File: src/hw/nfh_defs.svh
// Purpose: constants of the NAND erase/reset/feature host sequencer
// Assumes: 100 MHz clock, one byte-wide NAND target
// Notes: offsets are byte addresses on the software port
`ifndef NFH_DEFS_SVH
`define NFH_DEFS_SVH

// ----------------------------------------------------------------
// Software register map
// ----------------------------------------------------------------
`define NFH_REG_CTRL 8'h00
`define NFH_REG_ADDR 8'h04
`define NFH_REG_DATA 8'h08
`define NFH_REG_STAT 8'h0C
`define NFH_REG_WP 8'h10
`define NFH_WP_RESET 1'h1

// ----------------------------------------------------------------
// Device command bytes and feature addresses
// ----------------------------------------------------------------
`define NFH_CMD_ERASE_SETUP 8'h60
`define NFH_CMD_ERASE_CONF 8'hD0
`define NFH_CMD_QUEUE_CONF 8'hD1
`define NFH_CMD_STATUS 8'h70
`define NFH_CMD_STATUS_PLANE 8'h78
`define NFH_CMD_RESET 8'hFF
`define NFH_CMD_GET_FEAT 8'hEE
`define NFH_CMD_SET_FEAT 8'hEF
`define NFH_FEAT_DRIVE 8'h80
`define NFH_FEAT_PULLDOWN 8'h81
`define NFH_STRENGTH_MASK 8'h03

// ----------------------------------------------------------------
// Status byte fields and row layout
// ----------------------------------------------------------------
`define NFH_SR_READY 6
`define NFH_SR_ARRAY_READY 5
`define NFH_SR_FAIL 0
`define NFH_SR_RST_WP_HI 8'hE0
`define NFH_SR_RST_WP_LO 8'h60
`define NFH_PAGE_BITS 6
`define NFH_PAGES_PER_BLOCK 64
`define NFH_BLOCKS 2048
`define NFH_PLANE_BIT 6

// ----------------------------------------------------------------
// Timing
// ----------------------------------------------------------------
`define NFH_CLK_NS 10
`define NFH_T_STROBE_LOW_NS 40
`define NFH_T_WB_NS 100
`define NFH_STROBE_LOW_CYC ((`NFH_T_STROBE_LOW_NS + `NFH_CLK_NS - 1) / `NFH_CLK_NS)
`define NFH_STROBE_CYC (2 * `NFH_STROBE_LOW_CYC)
`define NFH_WB_CYC (`NFH_T_WB_NS / `NFH_CLK_NS)

`endif

File: src/hw/nfh_pkg.sv
// Purpose: types of the NAND host sequencer
// Assumes: constants live in nfh_defs.svh
// Notes: operation codes follow the order of nfh_op_t
package nfh_pkg;

   // ----------------------------------------------------------------
   // Operations and sequencer states
   // ----------------------------------------------------------------
   typedef enum logic [2:0] {
      OP_ERASE, OP_QUEUE, OP_RESET, OP_STAT, OP_STAT_PLANE, OP_GET_FEAT, OP_SET_FEAT
   } nfh_op_t;

   typedef enum logic [3:0] {
      S_IDLE, S_CMD1, S_ADDR, S_CMD2, S_WDATA, S_WAIT, S_STCMD, S_RDATA
   } nfh_state_t;

   // ----------------------------------------------------------------
   // Device-facing pin group
   // ----------------------------------------------------------------
   typedef struct packed {
      logic ce_n;
      logic cle;
      logic ale;
      logic we_n;
      logic read_strobe_n;
      logic io_oe_n;
      logic [7:0] io_out;
   } nfh_pins_t;

endpackage

File: src/hw/nfh_host.sv
// Purpose: host sequencer for NAND erase, reset, status and features
// Assumes: software port with one-cycle strobes, read data a cycle later
// Notes: pins come straight from flip-flops
//
// What this block does
// - Erase is 60h, three row cycles, D0h; page bits sent as zero.
// - Plane queue is 60h, three rows, D1h; device then briefly busy.
// - Further queue only after status bits six and five both one.
// - Progress watched on ready/busy; 70h and 78h both answered.
// - The two queued addresses differ in the plane select bit.
// - Both planes use the same operation type, never mixed.
// - Feature write latches four bytes then goes busy.
// - Feature read goes busy, then bytes clocked out by read strobe.
//
// Design decision made here: the address-and-strobe port.
`include "nfh_defs.svh"
`timescale 1ns/1ps
`default_nettype none
module nfh_host (
   input wire logic clk_in,
   input wire logic rstn_in,
   input wire logic [7:0] addr_in,
   input wire logic [31:0] wdata_in,
   input wire logic wr_in,
   input wire logic rd_in,
   output var logic [31:0] rdata_out,
   input wire logic [7:0] io_in,
   input wire logic ready_busy_n_in,
   output var nfh_pkg::nfh_pins_t pins_out,
   output var logic wp_n_out
);

   // ----------------------------------------------------------------
   // State
   // ----------------------------------------------------------------
   nfh_pkg::nfh_state_t st_q, st_d;
   nfh_pkg::nfh_op_t op_q, op_d;
   nfh_pkg::nfh_pins_t pins_d;
   logic [2:0] ph_q, ph_d;
   logic [1:0] idx_q, idx_d;
   logic [3:0] wcnt_q, wcnt_d;
   logic seen_low_q, seen_low_d;
   logic [23:0] row_q, row_d;
   logic [31:0] data_q, data_d, rdata_d;
   logic [7:0] sr_q, sr_d;
   logic queued_q, queued_d, qplane_q, qplane_d;
   logic refused_q, refused_d, rst_bad_q, rst_bad_d, wp_d;
   logic [8:0] sync_w;
   logic [7:0] io_s;
   logic rb_s, strobe_end, ctrl_wr, op_ok, busy;
   nfh_pkg::nfh_op_t wop;

   nfh_sync #(.WIDTH(9)) u_sync (
      .clk_in(clk_in),
      .rstn_in(rstn_in),
      .d_in({ready_busy_n_in, io_in}),
      .q_out(sync_w)
   );
   assign io_s = sync_w[7:0];
   assign rb_s = sync_w[8];

   // Index of the last address cycle per operation
   function automatic logic [1:0] addr_last(input nfh_pkg::nfh_op_t op);
      unique case (op)
         nfh_pkg::OP_ERASE, nfh_pkg::OP_QUEUE, nfh_pkg::OP_STAT_PLANE: addr_last = 2'h2;
         default: addr_last = 2'h0;
      endcase
   endfunction

   // Opening command byte per operation
   function automatic logic [7:0] first_cmd(input nfh_pkg::nfh_op_t op);
      unique case (op)
         nfh_pkg::OP_ERASE, nfh_pkg::OP_QUEUE: first_cmd = `NFH_CMD_ERASE_SETUP;
         nfh_pkg::OP_RESET: first_cmd = `NFH_CMD_RESET;
         nfh_pkg::OP_STAT: first_cmd = `NFH_CMD_STATUS;
         nfh_pkg::OP_STAT_PLANE: first_cmd = `NFH_CMD_STATUS_PLANE;
         nfh_pkg::OP_GET_FEAT: first_cmd = `NFH_CMD_GET_FEAT;
         default: first_cmd = `NFH_CMD_SET_FEAT;
      endcase
   endfunction

   assign strobe_end = (ph_q == 3'(`NFH_STROBE_CYC - 1));
   assign ctrl_wr = wr_in && (addr_in == `NFH_REG_CTRL);
   assign wop = nfh_pkg::nfh_op_t'(wdata_in[2:0]);
   assign busy = (st_q != nfh_pkg::S_IDLE);

   // ----------------------------------------------------------------
   // Acceptance of a new operation
   // ----------------------------------------------------------------
   always_comb begin
      op_ok = (wdata_in[2:0] != 3'h7);
      if (queued_q) begin
         // After a queue no feature operation may follow; erase or queue only on the other plane
         if (wop == nfh_pkg::OP_GET_FEAT || wop == nfh_pkg::OP_SET_FEAT) begin
            op_ok = 1'b0;
         end
         if ((wop == nfh_pkg::OP_ERASE || wop == nfh_pkg::OP_QUEUE) &&
             (row_q[`NFH_PLANE_BIT] == qplane_q)) begin
            op_ok = 1'b0;
         end
         if (wop == nfh_pkg::OP_QUEUE &&
             !(sr_q[`NFH_SR_READY] && sr_q[`NFH_SR_ARRAY_READY])) begin
            op_ok = 1'b0;
         end
      end
   end

   // ----------------------------------------------------------------
   // Sequencer, pins and software registers
   // ----------------------------------------------------------------
   always_comb begin
      st_d = st_q;
      op_d = op_q;
      ph_d = strobe_end ? 3'h0 : ph_q + 3'h1;
      idx_d = idx_q;
      wcnt_d = wcnt_q;
      seen_low_d = seen_low_q;
      row_d = row_q;
      data_d = data_q;
      sr_d = sr_q;
      queued_d = queued_q;
      qplane_d = qplane_q;
      refused_d = refused_q;
      rst_bad_d = rst_bad_q;
      wp_d = wp_n_out;
      rdata_d = 32'h0;
      pins_d = '{ce_n: 1'b0, cle: 1'b0, ale: 1'b0, we_n: 1'b1, read_strobe_n: 1'b1,
                 io_oe_n: 1'b1, io_out: 8'h00};
      // Register writes other than the control word
      if (wr_in && addr_in == `NFH_REG_ADDR) begin
         row_d = wdata_in[23:0];
      end
      if (wr_in && addr_in == `NFH_REG_DATA && !busy) begin
         data_d = wdata_in;
      end
      if (wr_in && addr_in == `NFH_REG_WP) begin
         wp_d = wdata_in[0];
      end
      // Register reads
      if (rd_in) begin
         unique case (addr_in)
            `NFH_REG_ADDR: rdata_d = {8'h00, row_q};
            `NFH_REG_DATA: rdata_d = data_q;
            `NFH_REG_STAT: rdata_d = {16'h0000, sr_q, 4'h0, rst_bad_q, queued_q,
                                      refused_q, busy};
            `NFH_REG_WP: rdata_d = {31'h0, wp_n_out};
            default: rdata_d = 32'h0;
         endcase
      end
      // Pin drive per state and phase
      unique case (st_q)
         nfh_pkg::S_CMD1, nfh_pkg::S_CMD2, nfh_pkg::S_STCMD: begin
            pins_d.cle = 1'b1;
            pins_d.io_oe_n = 1'b0;
            pins_d.we_n = (ph_q >= 3'(`NFH_STROBE_LOW_CYC));
            if (st_q == nfh_pkg::S_CMD1) begin
               pins_d.io_out = first_cmd(op_q);
            end else if (st_q == nfh_pkg::S_STCMD) begin
               pins_d.io_out = `NFH_CMD_STATUS;
            end else begin
               pins_d.io_out = (op_q == nfh_pkg::OP_QUEUE) ? `NFH_CMD_QUEUE_CONF
                                                             : `NFH_CMD_ERASE_CONF;
            end
         end
         nfh_pkg::S_ADDR: begin
            pins_d.ale = 1'b1;
            pins_d.io_oe_n = 1'b0;
            pins_d.we_n = (ph_q >= 3'(`NFH_STROBE_LOW_CYC));
            pins_d.io_out = row_q[8*idx_q +: 8];
            if (idx_q == 2'h0 && op_q != nfh_pkg::OP_STAT_PLANE &&
                (op_q == nfh_pkg::OP_ERASE || op_q == nfh_pkg::OP_QUEUE)) begin
               pins_d.io_out[`NFH_PAGE_BITS-1:0] = '0;
            end
         end
         nfh_pkg::S_WDATA: begin
            pins_d.io_oe_n = 1'b0;
            pins_d.we_n = (ph_q >= 3'(`NFH_STROBE_LOW_CYC));
            pins_d.io_out = data_q[8*idx_q +: 8];
            if (row_q[7:0] == `NFH_FEAT_DRIVE || row_q[7:0] == `NFH_FEAT_PULLDOWN) begin
               pins_d.io_out = (idx_q == 2'h0) ? (data_q[7:0] & `NFH_STRENGTH_MASK)
                                               : 8'h00;
            end
         end
         nfh_pkg::S_RDATA: begin
            pins_d.read_strobe_n = strobe_end;
         end
         default: begin
            pins_d.ce_n = (st_q == nfh_pkg::S_IDLE);
         end
      endcase
      // Sequence stepping
      unique case (st_q)
         nfh_pkg::S_IDLE: begin
            ph_d = 3'h0;
            if (ctrl_wr) begin
               refused_d = !op_ok;
               if (op_ok) begin
                  op_d = wop;
                  idx_d = 2'h0;
                  st_d = nfh_pkg::S_CMD1;
               end
            end
         end
         nfh_pkg::S_CMD1: begin
            if (strobe_end) begin
               idx_d = 2'h0;
               unique case (op_q)
                  nfh_pkg::OP_RESET: st_d = nfh_pkg::S_WAIT;
                  nfh_pkg::OP_STAT: st_d = nfh_pkg::S_RDATA;
                  default: st_d = nfh_pkg::S_ADDR;
               endcase
               if (op_q == nfh_pkg::OP_RESET) begin
                  queued_d = 1'b0;
               end
            end
         end
         nfh_pkg::S_ADDR: begin
            if (strobe_end) begin
               idx_d = idx_q + 2'h1;
               if (idx_q == addr_last(op_q)) begin
                  idx_d = 2'h0;
                  unique case (op_q)
                     nfh_pkg::OP_STAT_PLANE: st_d = nfh_pkg::S_RDATA;
                     nfh_pkg::OP_GET_FEAT: st_d = nfh_pkg::S_WAIT;
                     nfh_pkg::OP_SET_FEAT: st_d = nfh_pkg::S_WDATA;
                     default: st_d = nfh_pkg::S_CMD2;
                  endcase
               end
            end
         end
         nfh_pkg::S_CMD2: begin
            if (strobe_end) begin
               st_d = nfh_pkg::S_WAIT;
               queued_d = (op_q == nfh_pkg::OP_QUEUE);
               qplane_d = row_q[`NFH_PLANE_BIT];
            end
         end
         nfh_pkg::S_WDATA: begin
            if (strobe_end) begin
               idx_d = idx_q + 2'h1;
               if (idx_q == 2'h3) begin
                  st_d = nfh_pkg::S_WAIT;
               end
            end
         end
         nfh_pkg::S_WAIT: begin
            // Busy window: a low must show within the busy-start time
            ph_d = 3'h0;
            wcnt_d = wcnt_q + 4'h1;
            if (!rb_s) begin
               seen_low_d = 1'b1;
            end
            if ((seen_low_q && rb_s) || (!seen_low_q && wcnt_q == 4'(`NFH_WB_CYC))) begin
               wcnt_d = 4'h0;
               seen_low_d = 1'b0;
               idx_d = 2'h0;
               unique case (op_q)
                  nfh_pkg::OP_GET_FEAT: st_d = nfh_pkg::S_RDATA;
                  nfh_pkg::OP_SET_FEAT: st_d = nfh_pkg::S_IDLE;
                  default: st_d = nfh_pkg::S_STCMD;
               endcase
            end
            if (ctrl_wr && wop == nfh_pkg::OP_RESET) begin
               op_d = nfh_pkg::OP_RESET;
               st_d = nfh_pkg::S_CMD1;
               wcnt_d = 4'h0;
               seen_low_d = 1'b0;
               refused_d = 1'b0;
            end
         end
         nfh_pkg::S_STCMD: begin
            if (strobe_end) begin
               st_d = nfh_pkg::S_RDATA;
            end
         end
         default: begin
            if (strobe_end) begin
               idx_d = idx_q + 2'h1;
               if (op_q == nfh_pkg::OP_GET_FEAT) begin
                  data_d[8*idx_q +: 8] = io_s;
               end else begin
                  sr_d = io_s;
               end
               if (op_q == nfh_pkg::OP_RESET) begin
                  rst_bad_d = io_s != (wp_n_out ? `NFH_SR_RST_WP_HI
                                                : `NFH_SR_RST_WP_LO);
               end
               if (op_q == nfh_pkg::OP_ERASE && io_s[`NFH_SR_READY]) begin
                  queued_d = 1'b0;
               end
               if (op_q != nfh_pkg::OP_GET_FEAT || idx_q == 2'h3) begin
                  st_d = nfh_pkg::S_IDLE;
               end
            end
         end
      endcase
      if (busy && ctrl_wr && !(st_q == nfh_pkg::S_WAIT && wop == nfh_pkg::OP_RESET)) begin
         refused_d = 1'b1;
      end
   end

   always_ff @(posedge clk_in or negedge rstn_in) begin
      if (!rstn_in) begin
         st_q <= nfh_pkg::S_IDLE;
         op_q <= nfh_pkg::OP_STAT;
         ph_q <= 3'h0;
         idx_q <= 2'h0;
         wcnt_q <= 4'h0;
         seen_low_q <= 1'b0;
         row_q <= 24'h000000;
         data_q <= 32'h00000000;
         sr_q <= 8'h00;
         queued_q <= 1'b0;
         qplane_q <= 1'b0;
         refused_q <= 1'b0;
         rst_bad_q <= 1'b0;
         wp_n_out <= `NFH_WP_RESET;
         rdata_out <= 32'h00000000;
         pins_out <= '{ce_n: 1'b1, cle: 1'b0, ale: 1'b0, we_n: 1'b1, read_strobe_n: 1'b1,
                       io_oe_n: 1'b1, io_out: 8'h00};
      end else begin
         st_q <= st_d;
         op_q <= op_d;
         ph_q <= ph_d;
         idx_q <= idx_d;
         wcnt_q <= wcnt_d;
         seen_low_q <= seen_low_d;
         row_q <= row_d;
         data_q <= data_d;
         sr_q <= sr_d;
         queued_q <= queued_d;
         qplane_q <= qplane_d;
         refused_q <= refused_d;
         rst_bad_q <= rst_bad_d;
         wp_n_out <= wp_d;
         rdata_out <= rdata_d;
         pins_out <= pins_d;
      end
   end
endmodule
`default_nettype wire

File: src/hw/nfh_sync.sv
// Purpose: three-stage input synchroniser with agreement filter
// Assumes: inputs are asynchronous to clk_in
// Notes: a bit changes once stages two and three agree
`timescale 1ns/1ps
`default_nettype none
module nfh_sync #(
   parameter int WIDTH = 9
) (
   input wire logic clk_in,
   input wire logic rstn_in,
   input wire logic [WIDTH-1:0] d_in,
   output var logic [WIDTH-1:0] q_out
);

   // ----------------------------------------------------------------
   // Per-bit synchroniser
   // ----------------------------------------------------------------
   genvar gi;
   generate
      for (gi = 0; gi < WIDTH; gi++) begin : g_bit
         logic s1_q, s2_q, s3_q, o_q, o_d;
         // Filter: accept only an agreed value
         always_comb begin
            o_d = (s2_q == s3_q) ? s3_q : o_q;
         end
         // Stage registers
         always_ff @(posedge clk_in or negedge rstn_in) begin
            if (!rstn_in) begin
               s1_q <= 1'b1;
               s2_q <= 1'b1;
               s3_q <= 1'b1;
               o_q <= 1'b1;
            end else begin
               s1_q <= d_in[gi];
               s2_q <= s1_q;
               s3_q <= s2_q;
               o_q <= o_d;
            end
         end
         assign q_out[gi] = o_q;
      end
   endgenerate

endmodule
`default_nettype wire

File: config.mk
export PLATFORM = sky130hd
export DESIGN_NAME = nfh_host
export DESIGN_NICKNAME = d
export VERILOG_FILES = /design/src/hw/nfh_pkg.sv /design/src/hw/nfh_host.sv /design/src/hw/nfh_sync.sv
export VERILOG_INCLUDE_DIRS = /design/src /design/src/hw
export SDC_FILE = /design/constraint.sdc
export NUM_CORES = 1
export LEC_CHECK = 0
export ABC_AREA = 1
export BUFFER_PORTS_ARGS = -buffer_cell sky130_fd_sc_hd__buf_2
export CORE_ASPECT_RATIO = 0.5
export CORE_MARGIN = 3
export CORE_UTILIZATION = 50
export CTS_CLUSTER_SIZE = 40
export DETAILED_ROUTE_END_ITERATION = 10
export PLACE_DENSITY_LB_ADDON = 0.1
export SYNTH_ARGS = -nofsm -noshare
export SYNTH_HDL_FRONTEND = slang
export SYNTH_HIERARCHICAL = 1
export SYNTH_SLANG_ARGS = --single-unit
File: constraint.sdc
create_clock -name clk_in -period 4.5 [get_ports clk_in]
set_input_delay 0.225 -clock clk_in [delete_from_list [all_inputs] [get_ports clk_in]]
set_output_delay 0.225 -clock clk_in [all_outputs]
set_load 0.01 [all_outputs]
==> load_flow_metrics.sql, run 1 <==
INSERT INTO impl_metrics (metric_group, metric, value, unit) VALUES
('placement', 'place.detailed.hpwl', '18600', 'um'),
('placement', 'number_of_placed_instances_with_taps_included', '1272', ''),
('pwr', 'ir_drop', '0.281', 'mV'),
('clock_tree', 'cts-resized-gates', '0', ''),
('route', 'drt_pass1_iterations', '6', ''),
('worst_setup_path', 'cp_data_arrival_time', '3.21', 'ns'),
('timing', 'fin_crit_period', '2.85', 'ns'),
('clock_tree', 'clock_sink_count', '167', ''),
('pwr', 'power.leakage', '4.84', 'nW'),
('finish', 'fin_nets', '1160', ''),
('floorplan', 'floorplan.die_area', '17800', 'um2'),
('hold_path', 'hp-class', 'in2reg', ''),
('timing', 'finalClockSkew', '0.0104', 'ns'),
('pwr', 'p_int', '2.72', 'mW'),
('route', 'num_vias', '7268', ''),
('finish', 'final_cells', '1316', ''),
('clock_tree', 'cts_tree', 'yes', ''),
('timing', 'worst_hold_slack', '0.0528', 'ns'),
('timing', 'slew-limit-headroom', '0.287', ''),
('placement', 'port_buffers', '99', ''),
('timing', 'tightestPinTransition', '1.07', 'ns'),
('global_route', 'number_of_global_route_vias_before_repair', '6810', ''),
('placement', 'area_after_detailed_placement', '8690', 'um2'),
('timing', 'rsz0062_at_grt', 'no', ''),
('floorplan', 'rows', '32', ''),
('yosys', 'synth_edf_count', '0', ''),
('pwr', 'seq_power_share', '0.426', ''),
('clock_tree', 'cts-buffers-inserted', '17', ''),
('pwr', 'power_switching_share', '0.343', ''),
('yosys', 'postSynthNetCount', '1068', ''),
('finish', 'layout_cells_sized_above_1', '0.182', ''),
('clock_tree', 'cts_hold_buf', '10', ''),
('pwr', 'netSwitchingPower', '1.42', 'mW'),
('global_route', 'grtUsageMet1', '0.432', ''),
('worst_setup_path', 'cp_max_fo', '16', ''),
('finish', 'fin_area', '9360', 'um2'),
('worst_setup_path', 'critical_path.startpoint_type', 'register', ''),
('yosys', 'synthMostInstantiatedCell', 'nand2_1', ''),
('global_route', 'grt_first_pass_wirelength', '39000', 'um'),
('route', 'post_drt_wl_per_cell', '19.4', 'um'),
('timing', 'totalNegativeSetupSlack', '0', 'ns'),
('yosys', 'synth.distinct_cells', '37', ''),
('yosys', 'post_synth_most_frequent_cells', 'nand2_1 (260), dfrtp_1 (124), nand3_1 (123)', ''),
('worst_setup_path', 'end_kind', 'register', ''),
('clock_tree', 'max-clock-path-buffers', '2', ''),
('clock_tree', 'worst_setup_hold_path_clk_slew', '0.07', 'ns'),
('yosys', 'ys_top_cells_by_area', 'dfrtp_1 (38%), dfstp_2 (14%), nand2_1 (12%)', ''),
('status', 'result_of_the_run', 'completed', ''),
('placement', 'gp_congestion', '0.908', ''),
('yosys', 'synth_largest_type_area_fraction', '0.384', ''),
('yosys', 'postSynthRegisterBits', '167', ''),
('yosys', 'netlist_area_before_placement', '8070', 'um2'),
('pwr', 'share_clk_of_total_power', '0.343', ''),
('timing', 'clock.fmax', '350', 'MHz'),
('floorplan', 'number_of_top_level_pins', '100', ''),
('timing', 'fin_crit_sh', '0.634', ''),
('yosys', 'library_cell_with_the_largest_summed_area_after_synthesis', 'dfrtp_1', ''),
('floorplan', 'effective_utilization_at_floorplan', '0.517', ''),
('floorplan', 'die_width', '186', 'um'),
('yosys', 'postSynth.asyncResetShare', '1.00', ''),
('global_route', 'globalRoute.busiestLayer', 'met1', ''),
('worst_setup_path', 'critPathRequiredTime', '4.86', 'ns'),
('floorplan', 'die_h', '95.8', 'um'),
('global_route', 'grt_max_degree', '144', ''),
('clock_tree', 'clock_latency', '0.43', 'ns'),
('worst_setup_path', 'critical_path_class', 'reg2reg', ''),
('clock_tree', 'buffer_type_at_the_clock_tree_root', 'clkbuf_16', ''),
('route', 'initialDrtViolationCount', '774', ''),
('floorplan', 'placeable_core_region', '15600', 'um2'),
('timing', 'hold_viol_final', '0', ''),
('route', 'post-route-drc-count', '0', '');
worst paths after layout:
path,startpoint,to,slack [ns],cells past startpoint
setup / recovery,idx_q[1],data_q[19],1.65,8
hold / removal,wdata_in[20],row_q[20],0.05,3
setup reg to reg,idx_q[1],data_q[19],1.65,8
hold reg to reg,u_sync/g_bit[8].s1_q,u_sync/g_bit[8].s2_q,0.35,0
max in group asynchronous,rstn_in,row_q[6],3.21,3
min in group asynchronous,rstn_in,wcnt_q[3],0.21,2
sequential cells by signal, indices dropped and copies added, names as in the netlist:
| name | cells |
|---|---|
| wcnt_q | 4 |
| u_sync/g_bit.s3_q | 9 |
| sr_q | 8 |
| row_q | 24 |
| seen_low_q | 1 |
| rst_bad_q | 1 |
| op_q | 3 |
| rdata_out | 32 |
| u_sync/g_bit.s1_q | 9 |
| ph_q | 3 |
| u_sync/g_bit.o_q | 9 |
| pins_out | 14 |
| qplane_q | 1 |
| st_q | 3 |
| refused_q | 1 |
| u_sync/g_bit.s2_q | 9 |
| idx_q | 2 |
| data_q | 32 |
| queued_q | 1 |
| wp_n_out | 1 |
area by class of cell:
type | count | area [um2]
Antenna cell | 2 | 5.00
Clock buffer | 20 | 447
Clock inverter | 12 | 115
Fill cell | 1415 | 6260
Inverter | 123 | 462
Multi-Input combinational cell | 671 | 3170
Sequential cell | 167 | 4230
Tap cell | 204 | 255
Timing Repair Buffer | 117 | 674
metal layers:
layer	routed length (um)	vias up
met1	11700	3473
met4	380	0
met5	0	-
met3	2690	30
met2	10700	333
li1	-	3432
power groups by stage:
stage	Combinational [mW]	Clock [mW]	Sequential (mW)
floorplan	0.600	0	1.76
global placement	0.911	0	1.78
detailed placement	0.917	0	1.79
CTS	0.932	1.44	1.76
global route	1.06	1.51	1.78
finish	0.952	1.42	1.76
worst max-delay path, cell delays in order, from the launching register on:
cell	delay, ns
dfrtp_1	0.80
inv_1	0.19
ha_1	0.47
inv_1	0.17
nor2_1	0.37
clkinv_1	0.35
nor2_1	0.23
nand3_1	0.10
o21ai_1	0.10
cells in the final DEF, fill, tap and decap left out, drive strengths merged, types with 10 or more instances in the layout:
cell	n
dfrtp	124
dlygate4sd3	10
buf	107
nand4	11
dfstp	43
o21ai	81
clkbuf	20
inv	128
nand3	123
nor2	82
nand2	265
ha	10
a21oi	62
per-stage QoR:
stage / total power [mW] / util / setup slack (ns)
after floorplan: 2.36 / - / 2.03
after global placement: 2.69 / 0.556 / 1.77
after detailed placement: 2.70 / 0.556 / 1.77
after CTS: 4.13 / 0.599 / 1.74
after global routing: 4.35 / 0.599 / 1.44
final: 4.13 / 0.599 / 1.65
cell families (layout without fill, tap and decap cells):
| group | Yosys count | count (layout) | synth area share |
|---|---|---|---|
| flip-flops | 167 | 167 | 0.524 |
| adder cells (fa/ha/maj) | 10 | 10 | 0.0155 |
| XOR/XNOR | 3 | 3 | 0.00326 |
| AO/OA/AOI/OAI | 165 | 165 | 0.108 |
| AND/OR/NAND/NOR | 493 | 493 | 0.265 |
| buffers and inverters | 167 | 272 | 0.0836 |
| other | 0 | 2 | 0 |
Note: power is estimated with default switching activity, not from simulation.
==> inputs of run 2 (changes only) <==
==> constraint.sdc (replaced) <==
create_clock -name clk_in -period 2.6 [get_ports clk_in]
set_input_delay 0.13 -clock clk_in [delete_from_list [all_inputs] [get_ports clk_in]]
set_output_delay 0.13 -clock clk_in [all_outputs]
set_load 0.01 [all_outputs]
==> run 2 against run 1 <==
  * Setup slack got worse by 1.1 ns
  * Flip-flop and latch count did not move
  * Non-clock buffer count rose by 31
  * Power rose by 76%
  * Global-route usage rose by 0.077 points
  * Utilization rose by 2.0 points
  * Register-to-register slack got worse by 1.1 ns
  * Cell count rose by 2.2%
  * Critical path type unchanged
==> load_flow_metrics.sql, run 2 (synthesized netlist as in run 1, its figures left out) <==
INSERT INTO impl_metrics (metric_group, metric, value, unit) VALUES
('worst_setup_path', 'critPathRequiredTime', '2.91', 'ns'),
('global_route', 'grt.overflow.total', '0', ''),
('clock_tree', 'cts-buffers-inserted', '17', ''),
('route', 'residual_antenna_violating_net_count_after_detailed_routing', '0', ''),
('finish', 'regArea', '4230', 'um2'),
('route', 'drt_pass1_iterations', '5', ''),
('timing', 'hold_viol_final', '0', ''),
('route', 'post-route-drc-count', '0', ''),
('worst_setup_path', 'worstRegToRegCells', '9', ''),
('floorplan', 'number_of_top_level_pins', '100', ''),
('timing', 'rsz0062_at_grt', 'no', ''),
('pwr', 'power_switching_share', '0.345', ''),
('route', 'met3_wirelength', '3110', 'um'),
('timing', 'fin_crit_sh', '0.794', ''),
('finish', 'multi_input_logic_area', '3170', 'um2'),
('floorplan', 'effective_utilization_at_floorplan', '0.517', ''),
('timing', 'worst_hold_slack', '0.0229', 'ns'),
('worst_setup_path', 'cp_max_fo', '10', ''),
('clock_tree', 'max-clock-path-buffers', '2', ''),
('clock_tree', 'ctsHtreeMaxLevel', '4', ''),
('route', 'wl_met1', '11400', 'um'),
('timing', 'fin_crit_period', '2.06', 'ns'),
('floorplan', 'floorplan.die_area', '17800', 'um2'),
('clock_tree', 'cts_tree', 'yes', ''),
('finish', 'reg.largest.list', 'data_q: 32 flops, rdata_out: 32 flops, row_q: 24 flops', ''),
('timing', 'drv_slew', '0', ''),
('route', 'post_drt_wl_per_cell', '19.0', 'um'),
('global_route', 'grt.total_usage', '0.298', ''),
('worst_setup_path', 'crit_chain', 'nand2_1, nor2_2, inv_2, nand3_1, nand3_1, nor2_1, nand3_1, nand2_1, nand2_1', ''),
('finish', 'layout_cells_sized_above_1', '0.184', ''),
('clock_tree', 'worst_setup_hold_path_clk_slew', '0.07', 'ns'),
('finish', 'flow.area_growth_from_synthesis', '19.9', '%'),
('clock_tree', 'cts.repair_timing.setup_buffer_count', '0', ''),
('timing', 'slew-limit-headroom', '0.513', ''),
('global_route', 'number_of_global_route_vias_before_repair', '6964', ''),
('pwr', 'power.leakage', '4.98', 'nW'),
('route', 'postRouteWirelength', '25500', 'um'),
('placement', 'area_after_detailed_placement', '8770', 'um2'),
('route', 'initialDrtViolationCount', '833', ''),
('finish', 'antenna_cells', '0', ''),
('worst_setup_path', 'end_kind', 'register', ''),
('route', 'num_vias', '7443', ''),
('worst_setup_path', 'cp_data_arrival_time', '2.37', 'ns'),
('pwr', 'total_power', '7.29', 'mW'),
('route', 'post_drt_via_cell_ratio', '5.53', ''),
('global_route', 'antenna_found_initial', '0', ''),
('global_route', 'grt_max_degree', '58', ''),
('finish', 'filler_cell_count', '1419', ''),
('global_route', 'grt_first_pass_wirelength', '39300', 'um'),
('clock_tree', 'cts-resized-gates', '0', ''),
('placement', 'port_buffers', '99', ''),
('job', 'max_cap_violations', '0', ''),
('placement', 'number_of_placed_instances_with_taps_included', '1280', ''),
('pwr', 'share_clk_of_total_power', '0.345', ''),
('worst_setup_path', 'critical_path.max_stage_delay', '0.48', 'ns'),
('finish', 'final_cells', '1345', ''),
('pwr', 'seq_power_share', '0.416', ''),
('route', 'wl_met2', '10600', 'um'),
('finish', 'leading_cell_type_in_the_layout_fill_and_taps_excluded', 'nand2_1', ''),
('pwr', 'comb_power_share', '0.239', ''),
('hold_path', 'hp-class', 'in2reg', ''),
('pwr', 'p_int', '4.78', 'mW'),
('status', 'result_of_the_run', 'completed', ''),
('finish', 'fin_nets', '1191', ''),
('placement', 'post-place-ws', '0.604', 'ns'),
('worst_setup_path', 'critical-path-slowest-cell', 'dfrtp_1', ''),
('floorplan', 'placeable_core_region', '15600', 'um2'),
('finish', 'most_frequent_cells_in_the_layout', 'nand2_1 (260), dfrtp_1 (124), nand3_1 (123)', ''),
('finish', 'layout.core_utilization', '0.620', ''),
('timing', 'post-route-worst-setup-slack', '0.537', 'ns'),
('floorplan', 'die_width', '186', 'um'),
('timing', 'tightestPinTransition', '0.727', 'ns'),
('floorplan', 'rows', '32', ''),
('pwr', 'ir_drop', '0.651', 'mV'),
('hold_path', 'whs_path_depth', '5', ''),
('timing', 'timing.final.setup_violations', '0', ''),
('pwr', 'power.density_cell_area', '754', 'nW/um2'),
('finish', 'fin_area', '9670', 'um2'),
('placement', 'gp_congestion', '0.958', ''),
('worst_setup_path', 'critical_path.startpoint_type', 'register', ''),
('pwr', 'netSwitchingPower', '2.51', 'mW'),
('clock_tree', 'buffer_type_at_the_clock_tree_root', 'clkbuf_16', ''),
('timing', 'finalClockSkew', '0.0119', 'ns'),
('clock_tree', 'clock_latency', '0.43', 'ns'),
('timing', 'clock.fmax', '485', 'MHz'),
('worst_setup_path', 'critical_path_class', 'reg2reg', ''),
('clock_tree', 'clock_sink_count', '167', ''),
('floorplan', 'die_h', '95.8', 'um'),
('timing', 'totalNegativeSetupSlack', '0', 'ns'),
('placement', 'place.detailed.hpwl', '18500', 'um'),
('route', 'route.top_layer_used', 'met4', '');
[run 2: worst paths after layout]
path / from / to / slack (ns)
max reg2reg: st_q[0] / idx_q[1] / 0.54
max in group asynchronous: rstn_in / u_sync/g_bit[4].s3_q / 1.63
min reg2reg: u_sync/g_bit[6].s1_q / u_sync/g_bit[6].s2_q / 0.35
max: st_q[0] / idx_q[1] / 0.54
min: wdata_in[24] / data_q[24] / 0.02
min in group asynchronous: rstn_in / wcnt_q[0] / 0.22
[run 2: what timing repair did]
action / CTS / global route
setup endpoints to repair: 0 / 0
hold endpoints to repair: 71 / 0
hold buffers: 33 / 0
[run 2: worst max-delay path: cells and delay by family, from the launching register on]
kind | cells | cell delay [ns]
buffers and inverters | 1 | 0.18
flip-flops | 1 | 0.48
AND/OR/NAND/NOR | 8 | 1.29
[run 2: power by group through the flow]
stage               Sequential (mW)  Clock (mW)  Combinational [mW]
finish                         3.03        2.52                1.74
global route                   3.06        2.65                1.93
CTS                            3.03        2.54                1.71
detailed placement             3.07           0                1.66
global placement               3.07           0                1.66
floorplan                      3.05           0                1.04
[run 2: cell type report]
class / instances / share of cell area
clock inverter: 11 / 0.0113
multi-input combinational: 671 / 0.327
sequential: 167 / 0.438
inverter: 123 / 0.0477
clock buffer: 21 / 0.0476
timing repair buffer: 148 / 0.102
tap: 204 / 0.0264
[run 2: routing by layer]
metal / global-route usage / vias to the layer above
met5: 0 / -
met4: 0.0650 / 0
li1: - / 3496
met3: 0.104 / 39
met1: 0.427 / 3521
met2: 0.438 / 387
==> inputs of run 3 (changes only) <==
==> constraint.sdc (replaced) <==
create_clock -name clk_in -period 1.82 [get_ports clk_in]
set_input_delay 0.091 -clock clk_in [delete_from_list [all_inputs] [get_ports clk_in]]
set_output_delay 0.091 -clock clk_in [all_outputs]
set_load 0.01 [all_outputs]
==> run 3 against run 2 <==
  * The run now ends with negative setup slack left
  * Critical path depth fell by 1
  * Die area stayed put
  * Critical path type unchanged
  * Sequential share of layout area shrank 2.9 points
  * Flip-flop and latch count stayed put
  * Sequential power is 43% higher
  * Non-clock buffer count up 55
  * Via count grew 5.6%
  * Clock skew up 0.0019 ns
  * First-iteration DRC count rose by 24%
  * Power is 50% higher
  * Clock-buffer cell count is 2 lower
==> load_flow_metrics.sql, run 3 (synthesized netlist as in run 1, its figures left out) <==
INSERT INTO impl_metrics (metric_group, metric, value, unit) VALUES
('floorplan', 'floorplan.die_area', '17800', 'um2'),
('finish', 'leading_cell_type_in_the_layout_fill_and_taps_excluded', 'nand2_1', ''),
('worst_setup_path', 'critical_path.max_stage_delay', '0.44', 'ns'),
('pwr', 'seq_power_share', '0.397', ''),
('placement', 'area_after_detailed_placement', '9070', 'um2'),
('timing', 'tightestPinTransition', '0.570', 'ns'),
('status', 'violations', 'negative setup slack', ''),
('route', 'post_drt_wl_per_cell', '19.3', 'um'),
('finish', 'layout.core_utilization', '0.663', ''),
('finish', 'fin_area', '10400', 'um2'),
('clock_tree', 'ctsHtreeMaxLevel', '4', ''),
('worst_setup_path', 'critical_path.reg2reg.endpoint', 'data_q[26]', ''),
('timing', 'clock.fmax', '548', 'MHz'),
('hold_path', 'hp-class', 'in2reg', ''),
('timing', 'post-route-worst-setup-slack', '-0.00635', 'ns'),
('global_route', 'grt.total_usage', '0.308', ''),
('pwr', 'power.leakage', '5.30', 'nW'),
('worst_setup_path', 'crit_cells', '8', ''),
('global_route', 'grt.overflow.total', '0', ''),
('route', 'num_vias', '7858', ''),
('worst_setup_path', 'worstRegToRegCells', '8', ''),
('pwr', 'power_switching_share', '0.356', ''),
('status', 'result_of_the_run', 'finished, violations left', ''),
('placement', 'port_buffers', '99', ''),
('floorplan', 'rows', '32', ''),
('route', 'postRouteWirelength', '27000', 'um'),
('pwr', 'comb_power_share', '0.276', ''),
('route', 'residual_antenna_violating_net_count_after_detailed_routing', '0', ''),
('route', 'drt_pass1_iterations', '6', ''),
('floorplan', 'effective_utilization_at_floorplan', '0.517', ''),
('finish', 'flow.area_growth_from_synthesis', '28.3', '%'),
('pwr', 'netSwitchingPower', '3.89', 'mW'),
('worst_setup_path', 'cp_max_fo', '6', ''),
('finish', 'layout_cells_sized_above_1', '0.234', ''),
('pwr', 'total_power', '10.9', 'mW'),
('worst_setup_path', 'critPathTopFamily', 'simple AND/OR/NAND/NOR gates', ''),
('global_route', 'grt_max_degree', '57', ''),
('pwr', 'p_int', '7.05', 'mW'),
('floorplan', 'die_h', '95.8', 'um'),
('worst_setup_path', 'critical_path.startpoint_type', 'register', ''),
('timing', 'fin_crit_sh', '1.00', ''),
('clock_tree', 'buffer_type_at_the_clock_tree_root', 'clkbuf_16', ''),
('timing', 'finalClockSkew', '0.0138', 'ns'),
('job', 'max_cap_violations', '0', ''),
('worst_setup_path', 'worstSetupStartpoint', 'ph_q[0]', ''),
('clock_tree', 'cts_tree', 'yes', ''),
('worst_setup_path', 'reg2reg_from', 'ph_q[0]', ''),
('pwr', 'share_clk_of_total_power', '0.328', ''),
('route', 'post-route-drc-count', '0', ''),
('worst_setup_path', 'critPathRequiredTime', '2.20', 'ns'),
('global_route', 'number_of_global_route_vias_before_repair', '7197', ''),
('floorplan', 'die_width', '186', 'um'),
('worst_setup_path', 'critical_path_class', 'reg2reg', ''),
('clock_tree', 'max-clock-path-buffers', '2', ''),
('finish', 'fin_nets', '1246', ''),
('route', 'post_drt_via_cell_ratio', '5.61', ''),
('finish', 'reg.largest.list', 'data_q: 32 flops, rdata_out: 32 flops, row_q: 24 flops', ''),
('clock_tree', 'worst_setup_hold_path_clk_slew', '0.07', 'ns'),
('finish', 'filler_cell_count', '1377', ''),
('floorplan', 'number_of_top_level_pins', '100', ''),
('timing', 'fin_crit_period', '1.83', 'ns'),
('finish', 'multi_input_logic_area', '3280', 'um2'),
('finish', 'antenna_cells', '0', ''),
('worst_setup_path', 'critical-path-slowest-cell', 'nor4_4', ''),
('timing', 'drv_slew', '0', ''),
('timing', 'slew-limit-headroom', '0.616', ''),
('worst_setup_path', 'cp_data_arrival_time', '2.20', 'ns'),
('pwr', 'ir_drop', '0.823', 'mV'),
('worst_setup_path', 'r2r_setup_slack', '-0.006', 'ns'),
('clock_tree', 'clock_sink_count', '167', ''),
('placement', 'place.detailed.hpwl', '19000', 'um'),
('worst_setup_path', 'crit_chain', 'ha_2, ha_4, nand2_2, nor2_4, nand2_4, nor4_4, nand2_1, nand2_1', ''),
('timing', 'worst_hold_slack', '0.0235', 'ns'),
('pwr', 'power.density_cell_area', '1060', 'nW/um2'),
('placement', 'gp_congestion', '0.980', ''),
('timing', 'timing.final.setup_violations', '2', ''),
('clock_tree', 'clock_latency', '0.44', 'ns'),
('timing', 'rsz0062_at_grt', 'yes', ''),
('global_route', 'antenna_found_initial', '0', ''),
('worst_setup_path', 'cp.buffers_inverters', '0', ''),
('clock_tree', 'cts-buffers-inserted', '17', ''),
('finish', 'regArea', '4230', 'um2'),
('route', 'initialDrtViolationCount', '1035', ''),
('worst_setup_path', 'worst_setup_path_endpoint', 'data_q[26]', ''),
('worst_setup_path', 'timing.critical_path.mode_cell', 'nand2_1', ''),
('finish', 'most_frequent_cells_in_the_layout', 'nand2_1 (257), dfrtp_1 (124), nand3_1 (120)', ''),
('floorplan', 'placeable_core_region', '15600', 'um2'),
('timing', 'hold_viol_final', '0', ''),
('placement', 'post-place-ws', '-0.0280', 'ns'),
('worst_setup_path', 'end_kind', 'register', ''),
('global_route', 'grt_first_pass_wirelength', '40700', 'um');
-- run 3: cell types whose count changed in the layout (fill, tap and decap cells not counted), sizes merged --
cell         delta
clkinvlp        +2
buf            +44
clkinv          +3
inv             -2
bufinv          -1
dlygate4sd3     +9
-- run 3: layout make-up --
class,instances,area share
clock inverter,13,0.0122
inverter,123,0.0463
sequential,167,0.409
tap,204,0.0247
clock buffer,19,0.0439
timing repair buffer,203,0.147
multi-input combinational,671,0.317
-- run 3: how the worst min path moves through the flow --
| stage | startpoint | slack, ns | to | cells past startpoint |
|---|---|---|---|---|
| floorplan | rstn_in | -0.20 | data_q[0] | 0 |
| global placement | rstn_in | 0.02 | refused_q | 1 |
| finish | wdata_in[31] | 0.02 | data_q[31] | 5 |
| global route | wdata_in[29] | 0.05 | data_q[29] | 5 |
| CTS | wdata_in[29] | 0.01 | data_q[29] | 5 |
| detailed placement | rstn_in | 0.02 | op_q[2] | 1 |
-- run 3: power by group through the flow --
stage                     combinational [mW]  sequential [mW]  clock (mW)
after floorplan                         1.60             4.35           0
after global placement                  2.62             4.38           0
after detailed placement                2.66             4.39           0
after CTS                               2.74             4.32        3.63
after global routing                    3.29             4.37        3.79
final                                   3.01             4.34        3.58
-- run 3: what timing repair did --
action	CTS	global route
setup buffers	0	12
endpoints found under the setup margin	0	44
gates resized for setup	0	31
endpoints found under the hold margin	149	0
hold buffers	42	0
-- run 3: per-stage QoR --
step           std cells  TNS [ns]
6_report            1400  -0.00693
5_1_grt             1400    -0.576
4_1_cts             1385         0
3_5_place_dp        1311   -0.0556
3_3_place_gp        1311         0
2_1_floorplan       1005   -0.0197
-- run 3: per-layer routing --
layer	track usage	up-vias	wire [um]
li1	-	3603	-
met1	0.437	3732	11500
met2	0.456	463	11700
met3	0.0966	60	3210
met4	0.0898	0	559
met5	0	-	0
-- run 3: worst register-to-register path, stage by stage (launching register included) --
cell     delay (ns)
dfrtp_1        0.37
ha_2           0.20
ha_4           0.16
nand2_2        0.08
nor2_4         0.24
nand2_4        0.10
nor4_4         0.44
nand2_1        0.09
nand2_1        0.08
